[config.mk]
export PLATFORM = sky130hd
export DESIGN_NAME = fre_seq
export DESIGN_NICKNAME = d
export VERILOG_FILES = /design/src/fre_pkg.sv /design/src/fre_latch_mem.sv /design/src/fre_timer.sv /design/src/fre_seq.sv
export SDC_FILE = /design/constraint.sdc
export NUM_CORES = 1
export LEC_CHECK = 0
export BUFFER_PORTS_ARGS = -buffer_cell sky130_fd_sc_hd__buf_2
export CELL_PAD_IN_SITES_DETAIL_PLACEMENT = 1
export CELL_PAD_IN_SITES_GLOBAL_PLACEMENT = 2
export CORE_UTILIZATION = 35
export DETAILED_ROUTE_END_ITERATION = 6
export GPL_TIMING_DRIVEN = 1
export HOLD_SLACK_MARGIN = 0.08
export PLACE_DENSITY_LB_ADDON = 0.2
export SLEW_MARGIN = 20
export SYNTH_ARGS = -nofsm -noshare
export SYNTH_HDL_FRONTEND = slang
export SYNTH_SLANG_ARGS = --single-unit
[constraint.sdc]
create_clock -name mclk_in -period 3.1 [get_ports mclk_in]
set_input_delay 0.155 -clock mclk_in [delete_from_list [all_inputs] [get_ports mclk_in]]
set_output_delay 0.155 -clock mclk_in [all_outputs]
set_load 0.01 [all_outputs]
[src/fre_pkg.sv]
// Summary of operation
// - running code erases flash only as whole rows, never words
// - only 55h, then AAh, then write-start may launch an operation
// - write-start is followed by two forced no-operation instruction slots
// - a row erase halts the core for the erase time, typically 2 ms
// - the stall is no sleep; clocks and peripherals keep running
// - after an erase the core resumes at the third instruction
// - programming never erases; target words must be blank already
// - one program writes up to the 32 write latches
// - address bits 14..5 pick the row, bits 4..0 pick the latch
// - a program stays inside one row and never spills over
// - every finished program or erase sets all latches to 3fffh
// - with latch-load-only set and erase select clear, unlock only loads the addressed latch
// - with latch-load-only and erase select clear, unlock loads the latch, then programs row
// - a broken unlock loads no latch and starts no operation
// - latches not loaded keep the blank value during a partial program
// - after the two slots of a program the core stalls until done
// - a latch-load-only operation forces two slots and never stalls
// - start bits are set-only for software and cleared by hardware
// - a reset that interrupts a write sets the write-error flag
package fre_pkg;
    localparam int unsigned CLK_PERIOD_NS = 25;
    localparam int unsigned ERASE_TIME_US = 2000;
    localparam int unsigned ERASE_CYCLES =
        ERASE_TIME_US * 1000 / CLK_PERIOD_NS;
    localparam int unsigned CLKS_PER_INSTR = 4;
    localparam int unsigned NOP_SLOTS = 2;
    localparam int unsigned NOP_CYCLES = NOP_SLOTS * CLKS_PER_INSTR;
    localparam int unsigned LATCHES = 32;
    localparam int unsigned TMR_W = 20;
    localparam logic [13:0] BLANK_WORD = 14'h3fff;
    localparam logic [7:0] KEY_FIRST = 8'h55;
    localparam logic [7:0] KEY_SECOND = 8'haa;
    localparam logic [2:0] REG_DATA_LO = 3'h0;
    localparam logic [2:0] REG_DATA_HI = 3'h1;
    localparam logic [2:0] REG_ADDR_LO = 3'h2;
    localparam logic [2:0] REG_ADDR_HI = 3'h3;
    localparam logic [2:0] REG_CTRL = 3'h4;
    localparam logic [2:0] REG_KEY = 3'h5;
    localparam int unsigned CTL_RD = 0;
    localparam int unsigned CTL_WR = 1;
    localparam int unsigned CTL_WRITE_ENABLE_BIT = 2;
    localparam int unsigned CTL_WRITE_ERROR_FLAG = 3;
    localparam int unsigned CTL_FREE = 4;
    localparam int unsigned CTL_LATCH_LOAD_ONLY = 5;
    localparam int unsigned CTL_CONFIG_SPACE_SELECT = 6;
    typedef enum logic [1:0] {
        KEY_IDLE = 2'b00,
        KEY_GOT1 = 2'b01,
        KEY_GOT2 = 2'b10
    } fre_key_st_t;
    typedef enum logic [1:0] {
        SEQ_IDLE = 2'b00,
        SEQ_SETUP = 2'b01,
        SEQ_STALL = 2'b10,
        SEQ_DONE = 2'b11
    } fre_seq_st_t;
    typedef enum logic [1:0] {
        OP_LOAD = 2'b00,
        OP_PROG = 2'b01,
        OP_ERASE = 2'b10
    } fre_op_t;
    typedef struct packed {
        logic wr;
        logic rd;
        logic [2:0] addr;
        logic [7:0] wdata;
    } fre_reg_req_t;
    typedef struct packed {
        logic erase;
        logic prog;
        logic [14:0] addr;
        logic [13:0] data;
    } fre_flash_cmd_t;
endpackage

[src/fre_latch_mem.sv]
`timescale 1ns/1ps
`default_nettype none
module fre_latch_mem
    import fre_pkg::*;
#(
    parameter int unsigned DEPTH = LATCHES,
    parameter int unsigned W = 14,
    parameter logic [W-1:0] BLANK = BLANK_WORD
) (
    // clock and reset
    input wire logic clk_in,
    input wire logic rst_n_in,
    // write side
    input wire logic we_in,
    input wire logic [$clog2(DEPTH)-1:0] waddr_in,
    input wire logic [W-1:0] wdata_in,
    input wire logic clear_in,
    // read side
    input wire logic [$clog2(DEPTH)-1:0] raddr_in,
    output logic [W-1:0] rdata_out
);
    logic [W-1:0] mem_q [DEPTH];

    // unloaded entries stay blank so a partial row programs them as blank
    for (genvar i = 0; i < DEPTH; i++) begin : g_ent
        always_ff @(posedge clk_in or negedge rst_n_in) begin
            if (!rst_n_in) begin
                mem_q[i] <= BLANK;
            end else if (clear_in) begin
                mem_q[i] <= BLANK;
            end else if (we_in && waddr_in == i) begin
                mem_q[i] <= wdata_in;
            end
        end
    end

    always_ff @(posedge clk_in or negedge rst_n_in) begin
        if (!rst_n_in) begin
            rdata_out <= BLANK;
        end else begin
            rdata_out <= mem_q[raddr_in];
        end
    end
endmodule
`default_nettype wire

[src/fre_timer.sv]
`timescale 1ns/1ps
`default_nettype none
module fre_timer
    import fre_pkg::*;
(
    // clock and reset
    input wire logic clk_in,
    input wire logic rst_n_in,
    // control
    input wire logic load_in,
    input wire logic [TMR_W-1:0] count_in,
    output logic done_out
);
    logic [TMR_W-1:0] cnt_q;

    always_ff @(posedge clk_in or negedge rst_n_in) begin
        if (!rst_n_in) begin
            cnt_q <= '0;
        end else if (load_in) begin
            cnt_q <= count_in;
        end else if (cnt_q != '0) begin
            cnt_q <= cnt_q - 1'b1;
        end
    end

    // last cycle of the loaded span
    assign done_out = (cnt_q == TMR_W'(1));
endmodule
`default_nettype wire

[src/fre_seq.sv]
// The plain strobed port and the placing of the registers were decided locally.
`timescale 1ns/1ps
`default_nettype none
module fre_seq
    import fre_pkg::*;
#(
    parameter int unsigned ERASE_CLKS = ERASE_CYCLES,
    parameter int unsigned PROG_CLKS = ERASE_CYCLES
) (
    // clock and resets
    input wire logic mclk_in,
    input wire logic arst_n_in,
    input wire logic por_n_in,
    // register port
    input wire fre_reg_req_t reg_in,
    output logic [7:0] rdata_out,
    // core control
    output logic core_nop_out,
    output logic core_stall_out,
    // flash array commands
    output fre_flash_cmd_t flash_cmd_out
);

    ////////////////////////////////////////////////////////////////////////
    // registers and decode

    logic [13:0] data_q;
    logic [14:0] addr_q;
    logic rd_q;
    logic wr_q;
    logic write_enable_bit_q;
    logic write_error_flag_q;
    logic free_q;
    logic latch_load_only_q;
    logic config_space_select_q;
    logic busy_mark_q;
    logic [9:0] row_q;
    fre_key_st_t key_q;
    fre_seq_st_t st_q;
    fre_op_t op_q;
    fre_op_t op_d;
    logic [5:0] strm_idx_q;
    logic [4:0] rd_idx_q;
    logic rd_vld_q;
    logic any_acc;
    logic key_wr;
    logic ctl_wr;
    logic wr_try;
    logic start_go;
    logic strm_on;
    logic tmr_load;
    logic [TMR_W-1:0] tmr_val;
    logic tmr_done;
    logic [13:0] latch_rdata;
    logic latch_clr;

    assign any_acc = reg_in.wr || reg_in.rd;
    assign key_wr = reg_in.wr && reg_in.addr == REG_KEY;
    assign ctl_wr = reg_in.wr && reg_in.addr == REG_CTRL;
    assign wr_try = ctl_wr && reg_in.wdata[CTL_WR];

    // enable and select come from the same write that sets write-start
    assign start_go = wr_try && key_q == KEY_GOT2
        && reg_in.wdata[CTL_WRITE_ENABLE_BIT]
        && !reg_in.wdata[CTL_CONFIG_SPACE_SELECT]
        && st_q == SEQ_IDLE;

    always_comb begin
        if (reg_in.wdata[CTL_FREE]) begin
            op_d = OP_ERASE;
        end else if (reg_in.wdata[CTL_LATCH_LOAD_ONLY]) begin
            op_d = OP_LOAD;
        end else begin
            op_d = OP_PROG;
        end
    end

    ////////////////////////////////////////////////////////////////////////
    // address and data registers

    always_ff @(posedge mclk_in or negedge arst_n_in) begin
        if (!arst_n_in) begin
            addr_q <= '0;
        end else if (reg_in.wr && reg_in.addr == REG_ADDR_LO) begin
            addr_q[7:0] <= reg_in.wdata;
        end else if (reg_in.wr && reg_in.addr == REG_ADDR_HI) begin
            addr_q[14:8] <= reg_in.wdata[6:0];
        end
    end

    always_ff @(posedge mclk_in or negedge arst_n_in) begin
        if (!arst_n_in) begin
            data_q <= '0;
        end else if (reg_in.wr && reg_in.addr == REG_DATA_LO) begin
            data_q[7:0] <= reg_in.wdata;
        end else if (reg_in.wr && reg_in.addr == REG_DATA_HI) begin
            data_q[13:8] <= reg_in.wdata[5:0];
        end
    end

    ////////////////////////////////////////////////////////////////////////
    // control register

    always_ff @(posedge mclk_in or negedge arst_n_in) begin
        if (!arst_n_in) begin
            config_space_select_q <= 1'b0;
            latch_load_only_q <= 1'b0;
            write_enable_bit_q <= 1'b0;
        end else if (ctl_wr) begin
            config_space_select_q <= reg_in.wdata[CTL_CONFIG_SPACE_SELECT];
            latch_load_only_q <= reg_in.wdata[CTL_LATCH_LOAD_ONLY];
            write_enable_bit_q <= reg_in.wdata[CTL_WRITE_ENABLE_BIT];
        end
    end

    // erase select is cleared by hardware when the erase ends
    always_ff @(posedge mclk_in or negedge arst_n_in) begin
        if (!arst_n_in) begin
            free_q <= 1'b0;
        end else if (ctl_wr) begin
            free_q <= reg_in.wdata[CTL_FREE];
        end else if (st_q == SEQ_DONE && op_q == OP_ERASE) begin
            free_q <= 1'b0;
        end
    end

    // start bits: software writes of 0 are ignored, hardware clears
    always_ff @(posedge mclk_in or negedge arst_n_in) begin
        if (!arst_n_in) begin
            wr_q <= 1'b0;
        end else if (start_go) begin
            wr_q <= 1'b1;
        end else if (st_q == SEQ_DONE) begin
            wr_q <= 1'b0;
        end
    end

    // no read engine here, so a read request completes at once
    always_ff @(posedge mclk_in or negedge arst_n_in) begin
        if (!arst_n_in) begin
            rd_q <= 1'b0;
        end else if (ctl_wr && reg_in.wdata[CTL_RD]) begin
            rd_q <= 1'b1;
        end else begin
            rd_q <= 1'b0;
        end
    end

    ////////////////////////////////////////////////////////////////////////
    // error flag, kept across the ordinary reset

    // the mark survives arst so an interrupted operation is still seen
    always_ff @(posedge mclk_in or negedge por_n_in) begin
        if (!por_n_in) begin
            busy_mark_q <= 1'b0;
        end else if (start_go) begin
            busy_mark_q <= 1'b1;
        end else if (st_q == SEQ_DONE || st_q == SEQ_IDLE) begin
            busy_mark_q <= 1'b0;
        end
    end

    // hardware set wins over a software clear in the same cycle
    always_ff @(posedge mclk_in or negedge por_n_in) begin
        if (!por_n_in) begin
            write_error_flag_q <= 1'b0;
        end else if (busy_mark_q && st_q == SEQ_IDLE) begin
            write_error_flag_q <= 1'b1;
        end else if (wr_try && !start_go) begin
            write_error_flag_q <= 1'b1;
        end else if (ctl_wr) begin
            write_error_flag_q <= reg_in.wdata[CTL_WRITE_ERROR_FLAG];
        end
    end

    ////////////////////////////////////////////////////////////////////////
    // unlock tracker

    always_ff @(posedge mclk_in or negedge arst_n_in) begin
        if (!arst_n_in) begin
            key_q <= KEY_IDLE;
        end else begin
            case (key_q)
                KEY_IDLE: begin
                    if (key_wr && reg_in.wdata == KEY_FIRST) begin
                        key_q <= KEY_GOT1;
                    end
                end
                KEY_GOT1: begin
                    if (key_wr && reg_in.wdata == KEY_SECOND) begin
                        key_q <= KEY_GOT2;
                    end else if (any_acc) begin
                        key_q <= KEY_IDLE;
                    end
                end
                KEY_GOT2: begin
                    // consumed by the start write or dropped by any other
                    if (any_acc) begin
                        key_q <= KEY_IDLE;
                    end
                end
                default: begin
                    key_q <= KEY_IDLE;
                end
            endcase
        end
    end

    ////////////////////////////////////////////////////////////////////////
    // sequencer

    assign tmr_load = start_go ||
        (st_q == SEQ_SETUP && tmr_done && op_q != OP_LOAD);
    always_comb begin
        if (start_go) begin
            tmr_val = TMR_W'(NOP_CYCLES);
        end else if (op_q == OP_ERASE) begin
            tmr_val = TMR_W'(ERASE_CLKS);
        end else begin
            tmr_val = TMR_W'(PROG_CLKS);
        end
    end

    fre_timer u_timer (
        .clk_in(mclk_in),
        .rst_n_in(arst_n_in),
        .load_in(tmr_load),
        .count_in(tmr_val),
        .done_out(tmr_done)
    );

    always_ff @(posedge mclk_in or negedge arst_n_in) begin
        if (!arst_n_in) begin
            st_q <= SEQ_IDLE;
            op_q <= OP_LOAD;
            row_q <= '0;
        end else begin
            case (st_q)
                SEQ_IDLE: begin
                    if (start_go) begin
                        st_q <= SEQ_SETUP;
                        op_q <= op_d;
                        row_q <= addr_q[14:5];
                    end
                end
                SEQ_SETUP: begin
                    if (tmr_done) begin
                        st_q <= (op_q == OP_LOAD) ? SEQ_DONE : SEQ_STALL;
                    end
                end
                SEQ_STALL: begin
                    if (tmr_done) begin
                        st_q <= SEQ_DONE;
                    end
                end
                SEQ_DONE: begin
                    st_q <= SEQ_IDLE;
                end
                default: begin
                    st_q <= SEQ_IDLE;
                end
            endcase
        end
    end

    // clocks keep running through the stall; only the core is held
    always_ff @(posedge mclk_in or negedge arst_n_in) begin
        if (!arst_n_in) begin
            core_nop_out <= 1'b0;
            core_stall_out <= 1'b0;
        end else if (start_go) begin
            core_nop_out <= 1'b1;
        end else if (st_q == SEQ_SETUP && tmr_done) begin
            core_nop_out <= 1'b0;
            core_stall_out <= (op_q != OP_LOAD);
        end else if (st_q == SEQ_STALL && tmr_done) begin
            core_stall_out <= 1'b0;
        end
    end

    ////////////////////////////////////////////////////////////////////////
    // write latches and flash streaming

    assign latch_clr = st_q == SEQ_DONE && op_q != OP_LOAD;
    assign strm_on = st_q == SEQ_STALL && op_q == OP_PROG &&
        !strm_idx_q[5];

    fre_latch_mem u_latch (
        .clk_in(mclk_in),
        .rst_n_in(arst_n_in),
        .we_in(start_go && op_d != OP_ERASE),
        .waddr_in(addr_q[4:0]),
        .wdata_in(data_q),
        .clear_in(latch_clr),
        .raddr_in(strm_idx_q[4:0]),
        .rdata_out(latch_rdata)
    );

    always_ff @(posedge mclk_in or negedge arst_n_in) begin
        if (!arst_n_in) begin
            strm_idx_q <= '0;
            rd_vld_q <= 1'b0;
            rd_idx_q <= '0;
        end else begin
            strm_idx_q <= strm_on ? strm_idx_q + 6'h01 :
                (st_q == SEQ_STALL ? strm_idx_q : 6'h00);
            rd_vld_q <= strm_on;
            rd_idx_q <= strm_idx_q[4:0];
        end
    end

    // programming only writes words; no erase is issued with it
    always_ff @(posedge mclk_in or negedge arst_n_in) begin
        if (!arst_n_in) begin
            flash_cmd_out <= '0;
        end else begin
            flash_cmd_out.erase <= st_q == SEQ_SETUP && tmr_done &&
                op_q == OP_ERASE;
            flash_cmd_out.prog <= rd_vld_q;
            if (st_q == SEQ_SETUP && op_q == OP_ERASE) begin
                flash_cmd_out.addr <= {row_q, 5'h00};
            end else begin
                flash_cmd_out.addr <= {row_q, rd_idx_q};
            end
            flash_cmd_out.data <= latch_rdata;
        end
    end

    ////////////////////////////////////////////////////////////////////////
    // read data

    always_ff @(posedge mclk_in or negedge arst_n_in) begin
        if (!arst_n_in) begin
            rdata_out <= '0;
        end else if (!reg_in.rd) begin
            rdata_out <= '0;
        end else begin
            case (reg_in.addr)
                REG_DATA_LO: rdata_out <= data_q[7:0];
                REG_DATA_HI: rdata_out <= {2'h0, data_q[13:8]};
                REG_ADDR_LO: rdata_out <= addr_q[7:0];
                REG_ADDR_HI: rdata_out <= {1'b1, addr_q[14:8]};
                REG_CTRL: rdata_out <= {1'b1, config_space_select_q,
                    latch_load_only_q, free_q, write_error_flag_q,
                    write_enable_bit_q, wr_q, rd_q};
                default: rdata_out <= 8'h00;
            endcase
        end
    end
endmodule
`default_nettype wire

**Word level (Yosys, flattened, before mapping)**

Index checks and enable logic that the tools add are counted.

- ROM bits: 0
- Memories: 0
- Latch bits: 0
- Input port bits: 16
- RAM bits: 0
- Flip-flop bits (word level): 588

- Shift operators: 0
- Div/mod/pow operators: 0
- $mul: 0
- Mux-type cells: 100
- $add $sub $neg: 2
- Eq/ne operators: 52
- $lt $le $gt $ge: 1
- Reduce and logical (&&, ||, !) cells: 115
- Bitwise operators: 4

Operator list:

| cell | count |
|---|---|
| 14-bit 2-to-1 mux | 66 |
| 5-bit equality test, second input constant | 16 |
| 2-bit nonzero test | 39 |
| 14-bit binary-select mux with 5-bit select | 1 |
| 1-bit logical AND | 58 |
| 5-bit by 4-bit equality test with 1-bit output, second input constant | 8 |
| 20-bit 2-to-1 mux | 2 |
| 8-bit case mux with 5 select lines | 1 |
| 20-bit by 1-bit equality test with 1-bit output, second input constant | 1 |
| 5-bit by 3-bit equality test with 1-bit output, second input constant | 4 |
| 20-bit nonzero test | 1 |
| 20-bit by 1-bit subtractor with 20-bit output, second input constant | 1 |
| 17-bit 2-to-1 mux | 1 |
| 1-bit 2-to-1 mux | 16 |
| 2-bit 2-to-1 mux | 7 |
| 6-bit 2-to-1 mux | 2 |
| 2-bit inequality test, second input constant | 6 |
| 5-bit by 2-bit equality test with 1-bit output, second input constant | 2 |
| 2-bit equality test, second input constant | 4 |
| 8-bit by 7-bit equality test with 1-bit output, second input constant | 1 |
| 8-bit equality test, second input constant | 1 |
| 8-bit 2-to-1 mux | 1 |
| 2-bit case mux with 4 select lines | 1 |
| 2-bit AND reduction | 4 |
| other kinds (18) | 30 |

**Longest topological paths before layout**

Gate-level depths: netlist of run 1.

- Depth after elaboration: 11
- Mapped depth: 9

**Hierarchy**

From an unflattened synthesis of run 1, not the netlist that was laid out.

- Cells, all modules: 2,798
- Area, all modules: 29,386.9 um^2

By module, submodules not included:

| module | instances | sequential area each (um^2) | cells each | area an instance (um^2) |
|---|---|---|---|---|
| fre_latch_mem | 1 | 12,139.1 | 2,358 | 24,038.1 |
| fre_seq | 1 | 2,652.5 | 304 | 4,102.7 |
| fre_timer | 1 | 500.5 | 136 | 1,246.2 |

**Worst setup path before layout of run 1**

OpenSTA, ideal clock, no wires.

- Kind: reg2reg
- Start point: register u_timer.cnt_q[7]
- End point: register u_timer.cnt_q[6]
- Data required time: 2.972 ns
- Clock period less this slack: 2.112 ns
- Stages on the path, launching flop included: 7
- Setup time: 0.128 ns
- Data arrival time: 1.984 ns
- Slack: 0.988 ns
- Path through: dfrtp_1 -> nor4_1 -> nand3_1 -> or4_4 -> nand2_1 -> buf_4 -> a21oi_1

- Longest elaborated chain between the ends: 5
- Elaborated cells between the ends (all ways): 7
- Classes of those cells: eq/ne: 1; mux: 1; reduce/logical: 5

Ends and longest elaborated chain:

| element | line | source |
|---|---|---|
| from (decl) | fre_timer.sv:14 | `logic [TMR_W-1:0] cnt_q;` |
| from (signal assigned) | fre_timer.sv:20 | `cnt_q <= count_in;` |
| from (signal assigned) | fre_timer.sv:22 | `cnt_q <= cnt_q - 1'b1;` |
| 20-bit by 1-bit equality test with 1-bit output | fre_timer.sv:27 | `assign done_out = (cnt_q == TMR_W'(1));` |
| 1-bit logical AND (2 in a row) | fre_seq.sv:213 | `(st_q == SEQ_SETUP && tmr_done && op_q != OP_LOAD);` |
| 1-bit logical OR | fre_seq.sv:212 | `assign tmr_load = start_go \|\|` |
| 20-bit 2-to-1 mux / 2-bit nonzero test (equally long branches) | - |  |

Parallel ways exist; a longest one is shown, timed or not.
A chain may end at the register's enable or synchronous reset.

**Worst setup path after layout of run 1**

- Start point: input port reg_in[8] (netlist name)
- End point: register u_latch.mem_q[92] (netlist name)

- Longest elaborated chain between the ends: 10

Ends and longest elaborated chain:

| element | line | source |
|---|---|---|
| from (decl) | fre_seq.sv:15 | `input wire fre_reg_req_t reg_in,` |
| 3-bit equality test | fre_seq.sv:59 | `assign ctl_wr = reg_in.wr && reg_in.addr == REG_CTRL;` |
| 1-bit logical AND | fre_seq.sv:59 |  |
| 1-bit logical AND | fre_seq.sv:60 | `assign wr_try = ctl_wr && reg_in.wdata[CTL_WR];` |
| 1-bit logical AND | fre_seq.sv:63 | `assign start_go = wr_try && key_q == KEY_GOT2` |
| 1-bit logical AND | fre_seq.sv:64 | `&& reg_in.wdata[CTL_WRITE_ENABLE_BIT]` |
| 1-bit logical AND | fre_seq.sv:65 | `&& !reg_in.wdata[CTL_CONFIG_SPACE_SELECT]` |
| 1-bit logical AND | fre_seq.sv:66 | `&& st_q == SEQ_IDLE;` |
| 1-bit logical AND | fre_seq.sv:291 | `.we_in(start_go && op_d != OP_ERASE),` |
| 1-bit logical AND | fre_latch_mem.sv:31 | `end else if (we_in && waddr_in == i) begin` |
| 2-bit nonzero test (no source line) | - |  |
| to (signal, indexed assignment) | fre_latch_mem.sv:32 | `mem_q[i] <= wdata_in;` |
| to (decl) | fre_latch_mem.sv:22 | `logic [W-1:0] mem_q [DEPTH];` |

No other way between the ends.

==> flow_metrics.env, run 1 <==
export IMPL_multi_input_area_um2=11600
export IMPL_ys_seq_elements=588
export IMPL_syn_num_nets=2249
export IMPL_async_flop_share=1.00
export IMPL_cts_root_buffer="clkbuf_16"
export IMPL_grt_pass1_vias=20104
export IMPL_startpoint="reg_in[8]"
export IMPL_rsz0062_at_grt="false"
export IMPL_synth_edf_count=0
export IMPL_fin_setup_tns_ps=0
export IMPL_tightest_slew_ps=923
export IMPL_power_density_nw_per_um2=556
export IMPL_firstDrtPassIters=5
export IMPL_maxSlewViolCount=0
export IMPL_ys_flop_type="dfstp_2"
export IMPL_yosys_warnings=0
export IMPL_drt_iter0_drc=1056
export IMPL_yosysTopAreaCell="dfstp_2"
export IMPL_grt_pass1_wl_um=126000
export IMPL_cts_resized=0
export IMPL_crit_end="u_latch.mem_q[92]"
export IMPL_fillCellCount=8096
export IMPL_synthCells=2225
export IMPL_drive_above_1_share=0.402
export IMPL_startpoint_type="input port"
export IMPL_r2r_slack_ps=360
export IMPL_final_nets=2306
export IMPL_leakagePower_nw=12.1
export IMPL_status="finished, final reports clean"
export IMPL_wl_per_cell_um=23.9
export IMPL_drc=0
export IMPL_die_w_um=283
export IMPL_antenna_found_initial=0
export IMPL_die_h_um=283
export IMPL_area_delta_synth_final_pct=15.9
export IMPL_vias=17838
export IMPL_layout_commonest_cell="nor2_1"
export IMPL_worstSetupPathType="in2reg"
export IMPL_die_area_um2=80300
export IMPL_clock_skew_final_ps=24.2
export IMPL_required_ps=3620
export IMPL_synth_avg_cell_area_um2=12.4
export IMPL_ant_nets=0
export IMPL_maxCapViolations=0
export IMPL_coreArea_um2=77800
export IMPL_cts_tree="yes"
export IMPL_start_util=0.356
export IMPL_slew_headroom=0.385
export IMPL_clk_pin_slew_ps=60
export IMPL_ff_latch_area_um2=15300
export IMPL_grt_ovfl_total=0
export IMPL_place_congestion=0.767
export IMPL_io_buffers=56
export IMPL_clk_latency_ps=620
export IMPL_syn_area_um2=27700
export IMPL_synth_distinct_cells=56
export IMPL_hold_slack_ps=149
export IMPL_worstHoldPathType="in2async"
export IMPL_antennaDiodeCount=0
export IMPL_critPathMaxFanout=13
export IMPL_period_share=0.884
export IMPL_cts_made_buffers=72
export IMPL_r2r_end="u_timer.cnt_q[19]"
export IMPL_io_pins=57
export IMPL_cts_sinks=588
export IMPL_max_freq_mhz=365
export IMPL_yosysSeqAreaShare=0.552
export IMPL_yosys_area_top_type_share=0.438
export IMPL_hold_viol_final=0
export IMPL_synthTopCellsByArea="dfstp_2 (44%), mux2i_1 (16%), dfrtp_1 (11%)"
export IMPL_endpoint_kind="flip-flop"
export IMPL_dpl_hpwl_um=49700
export IMPL_setup_viol=0
export IMPL_r2r_cells=5
export IMPL_rows=102
export IMPL_vdd_drop_max_uv=335
export IMPL_period_minus_slack_ps=2740
export IMPL_avgViaCountPerCell=5.28
export IMPL_cts_path_max_buffers=3
export IMPL_grt_max_degree=174
export IMPL_r2r_start="u_timer.cnt_q[7]"
export IMPL_cp_arrival_ps=3260
export IMPL_final_cell_mix="nor2_1 (484), dfstp_2 (462), mux2i_1 (455)"
export IMPL_cts_max_level=3
export IMPL_grt_use_total=0.205
export IMPL_drt_total_wl_um=80800
## cells by family (layout without fill, tap and decap cells)
logic type                 Yosys count  after routing  share of synthesized area
and+or+nand+nor                    699            699                      0.111
xor gates and xnor gates            16             16                    0.00506
adders and majority gates            8              8                    0.00361
muxes                              600            600                      0.269
buffers and inverters              195            310                     0.0319
DFF                                588            588                      0.552
AOI/OAI and AO/OA                  119            119                     0.0269
## metrics by stage
step	cell area (µm²)	utilization	setup WS, ps	total power, mW	std cells
after floorplan	27700	-	988	8.57	2225
after global placement	29400	0.378	284	9.23	3231
after detailed placement	29400	0.378	233	9.26	3231
after CTS	32100	0.412	265	18.1	3380
after global routing	32100	0.412	119	18.5	3380
final	32100	0.412	358	17.8	3380
## worst min-delay path by stage
| stage | slack (ps) | startpoint | cells past startpoint | to |
|---|---|---|---|---|
| 2_1_floorplan | -140 | arst_n_in | 0 | addr_q[0] |
| 3_3_place_gp | -60 | por_n_in | 1 | write_error_flag_q |
| 3_5_place_dp | -50 | por_n_in | 1 | busy_mark_q |
| 4_1_cts | 150 | reg_in[9] | 4 | rdata_out[6] |
| 5_1_grt | 200 | arst_n_in | 2 | u_timer.cnt_q[15] |
| 6_report | 150 | arst_n_in | 2 | u_timer.cnt_q[17] |
## state kept, by name, indices dropped and copies added (netlist names), 2 cells and up
name and cells:
u_latch.rdata_out 14, flash_cmd_out 31, u_timer.cnt_q 20, row_q 10, u_latch.mem_q 448, key_q 2
st_q 2, data_q 14, rd_idx_q 5, addr_q 15, rdata_out 8, strm_idx_q 6
op_q 2
## repair_timing
item                                   4_1_cts  5_1_grt
buffers inserted                             0        0
endpoints found under the hold margin      112        0
hold buffers                                17        0
## metal layers
metal  global-route usage  vias to the layer above  wire, µm
li1                     -                     7894         -
met1                0.280                     9585     37500
met2                0.340                      250     39300
met3               0.0266                      109      2250
met4               0.0580                        0      1790
met5                    0                        -         0
## synthesized netlist by cell type (all sizes together), types with 20 or more instances
library cell	count
nor2	522
dfstp	462
mux2i	455
clkbuf	133
dfrtp	126
mux4	112
nand2	63
o22ai	59
buf	55
mux2	33
a21oi	22
nor4	20
## critical path, cell delays in order
cell and delay [ps]:
dlygate4sd3_1 530, buf_2 200, and4bb_1 570, and4_4 340, nand3b_1 540, nor2_2 340, buf_4 320, mux2i_1 250
## layout make-up
cell class	instances	share of cell area
Clock buffer	106	0.0677
Clock inverter	26	0.00920
Inverter	7	0.000819
Multi-Input combinational cell	1442	0.361
Sequential cell	588	0.477
Tap cell	1040	0.0406
Timing Repair Buffer	171	0.0443
## report_power, final
part / total [mW] / internal (mW) / switching [mW]
clock: 8.68 / 5.22 / 3.47
sequential: 7.94 / 7.81 / 0.128
combinational: 1.20 / 0.312 / 0.891
Power figures use the tool's default switching activity.
==> inputs of run 2 (changes only) <==
--- a/config.mk
+++ b/config.mk
@@ -13,6 +13,7 @@
 export GPL_TIMING_DRIVEN = 1
 export HOLD_SLACK_MARGIN = 0.08
 export PLACE_DENSITY_LB_ADDON = 0.2
+export REMOVE_ABC_BUFFERS = 1
 export SLEW_MARGIN = 20
 export SYNTH_ARGS = -nofsm -noshare
 export SYNTH_HDL_FRONTEND = slang
==> flow_metrics.env, run 2 (synthesis results as in run 1) <==
export IMPL_required_ps=3610
export IMPL_worstHoldPathType="in2async"
export IMPL_startpoint="reg_in[8]"
export IMPL_final_nets=2316
export IMPL_grt_pass1_vias=20130
export IMPL_place_congestion=0.781
export IMPL_layout_setup_ws_ps=562
export IMPL_critPathMaxFanout=14
export IMPL_period_share=0.819
export IMPL_cts_sinks=588
export IMPL_grt_ovfl_total=0
export IMPL_grt_max_degree=129
export IMPL_worstSetupPathType="in2reg"
export IMPL_io_buffers=56
export IMPL_drc=0
export IMPL_largest_register="u_latch.mem_q"
export IMPL_slew_headroom=0.364
export IMPL_setup_viol=0
export IMPL_layout_commonest_cell="nor2_1"
export IMPL_maxSlewViolCount=0
export IMPL_cp_arrival_ps=3050
export IMPL_slowest_delay_ps=570
export IMPL_largest_reg_flops=448
export IMPL_dp_slack_ps=425
export IMPL_die_w_um=283
export IMPL_cts_made_buffers=71
export IMPL_largestRegisters="u_latch.mem_q x448, flash_cmd_out x31, u_timer.cnt_q x20"
export IMPL_crit_chain="dlygate4sd3_1 -> buf_2 -> and4bb_1 -> nand4_1 -> nor3_4 -> nand3_2 -> mux2i_1"
export IMPL_wl_per_cell_um=24.4
export IMPL_maxCapViolations=0
export IMPL_hold_slack_ps=172
export IMPL_coreArea_um2=77800
export IMPL_cp_num_buf_inv=2
export IMPL_firstDrtPassIters=5
export IMPL_die_h_um=283
export IMPL_drt_total_wl_um=82700
export IMPL_final_cell_mix="nor2_1 (484), dfstp_2 (462), mux2i_1 (455)"
export IMPL_avgViaCountPerCell=5.30
export IMPL_io_pins=57
export IMPL_endpoint_kind="flip-flop"
export IMPL_path_delay_family="simple AND/OR/NAND/NOR gates"
export IMPL_rows=102
export IMPL_vias=17960
export IMPL_period_minus_slack_ps=2540
export IMPL_cp_slowest_cell="and4bb_1"
export IMPL_clk_pin_slew_ps=50
export IMPL_cts_tree="yes"
export IMPL_power_density_nw_per_um2=544
export IMPL_dpl_hpwl_um=50800
export IMPL_leakagePower_nw=12.1
export IMPL_p_total_mw=17.4
export IMPL_fin_area_um2=32000
export IMPL_clock_skew_final_ps=17.7
export IMPL_drt_iter0_drc=970
export IMPL_final_util=0.411
export IMPL_r2r_start="strm_idx_q[0]"
export IMPL_status="finished, final reports clean"
export IMPL_tightest_slew_ps=952
export IMPL_grt_pass1_wl_um=128000
export IMPL_cts_setup_buffers=0
export IMPL_cts_root_buffer="clkbuf_16"
export IMPL_rsz0062_at_grt="false"
export IMPL_start_util=0.356
export IMPL_max_freq_mhz=394
export IMPL_ant_nets=0
export IMPL_cts_path_max_buffers=3
export IMPL_place_area_um2=29600
export IMPL_cts_max_level=3
export IMPL_area_delta_synth_final_pct=15.6
export IMPL_antenna_found_initial=0
export IMPL_drive_above_1_share=0.400
export IMPL_startpoint_type="input port"
export IMPL_die_area_um2=80300
export IMPL_clk_latency_ps=610
export IMPL_hold_viol_final=0
export IMPL_grt_use_total=0.209
export IMPL_vdd_drop_max_uv=316
run 2: cell count changes in the layout (fill, tap and decap cells not counted), moves of 3 or more:
| cell | previous run | this run |
|---|---|---|
| clkinv_8 | 4 | 0 |
| clkbuf_1 | 11 | 23 |
| clkinv_2 | 9 | 12 |
| clkbuf_8 | 22 | 13 |
| buf_4 | 80 | 89 |
run 2: power breakdown:
| group | total (mW) | switching (mW) | internal [mW] |
|---|---|---|---|
| Clock | 8.27 | 3.36 | 4.91 |
| Combinational | 1.21 | 0.904 | 0.301 |
| Sequential | 7.93 | 0.118 | 7.81 |
run 2: through the flow:
stage	TNS (ps)	std cells
2_1_floorplan	-8568640	2037
3_3_place_gp	0	3242
3_5_place_dp	0	3242
4_1_cts	0	3389
5_1_grt	0	3389
6_report	0	3390
run 2: final cells by class:
class	instances	area, µm²
clock buffers	109	2090
fillers	8188	45800
inverters	7	26.3
flip-flops and latches	588	15300
multi-input cells	1442	11600
repair buffers	182	1530
diodes	1	2.50
well taps	1040	1300
clock inverters	21	200
run 2: per-layer routing:
layer	part of all wire	routed length, µm	vias up	GRT usage
li1	-	-	7901	-
met1	0.45	37200	9654	0.279
met2	0.48	40000	268	0.345
met3	0.028	2320	137	0.0295
met4	0.038	3140	0	0.0807
met5	0	0	-	0
run 2: timing repair:
item / in CTS / in global routing
setup endpoints to repair: 0 / 0
hold endpoints to repair: 142 / 0
hold buffers: 17 / 0
resized for setup: 0 / 0
run 2: final timing paths:
| check | slack, ps | to | cells after the start |
|---|---|---|---|
| worst min register to register | 370 | flash_cmd_out[21] | 0 |
| min in group mclk_in | 190 | rdata_out[6] | 4 |
| max in group asynchronous | 1920 | u_latch.mem_q[239] | 3 |
| worst max-delay path | 560 | u_latch.mem_q[167] | 7 |
| worst max register to register | 590 | u_latch.rdata_out[3] | 5 |
| worst min-delay path | 170 | flash_cmd_out[24] | 2 |
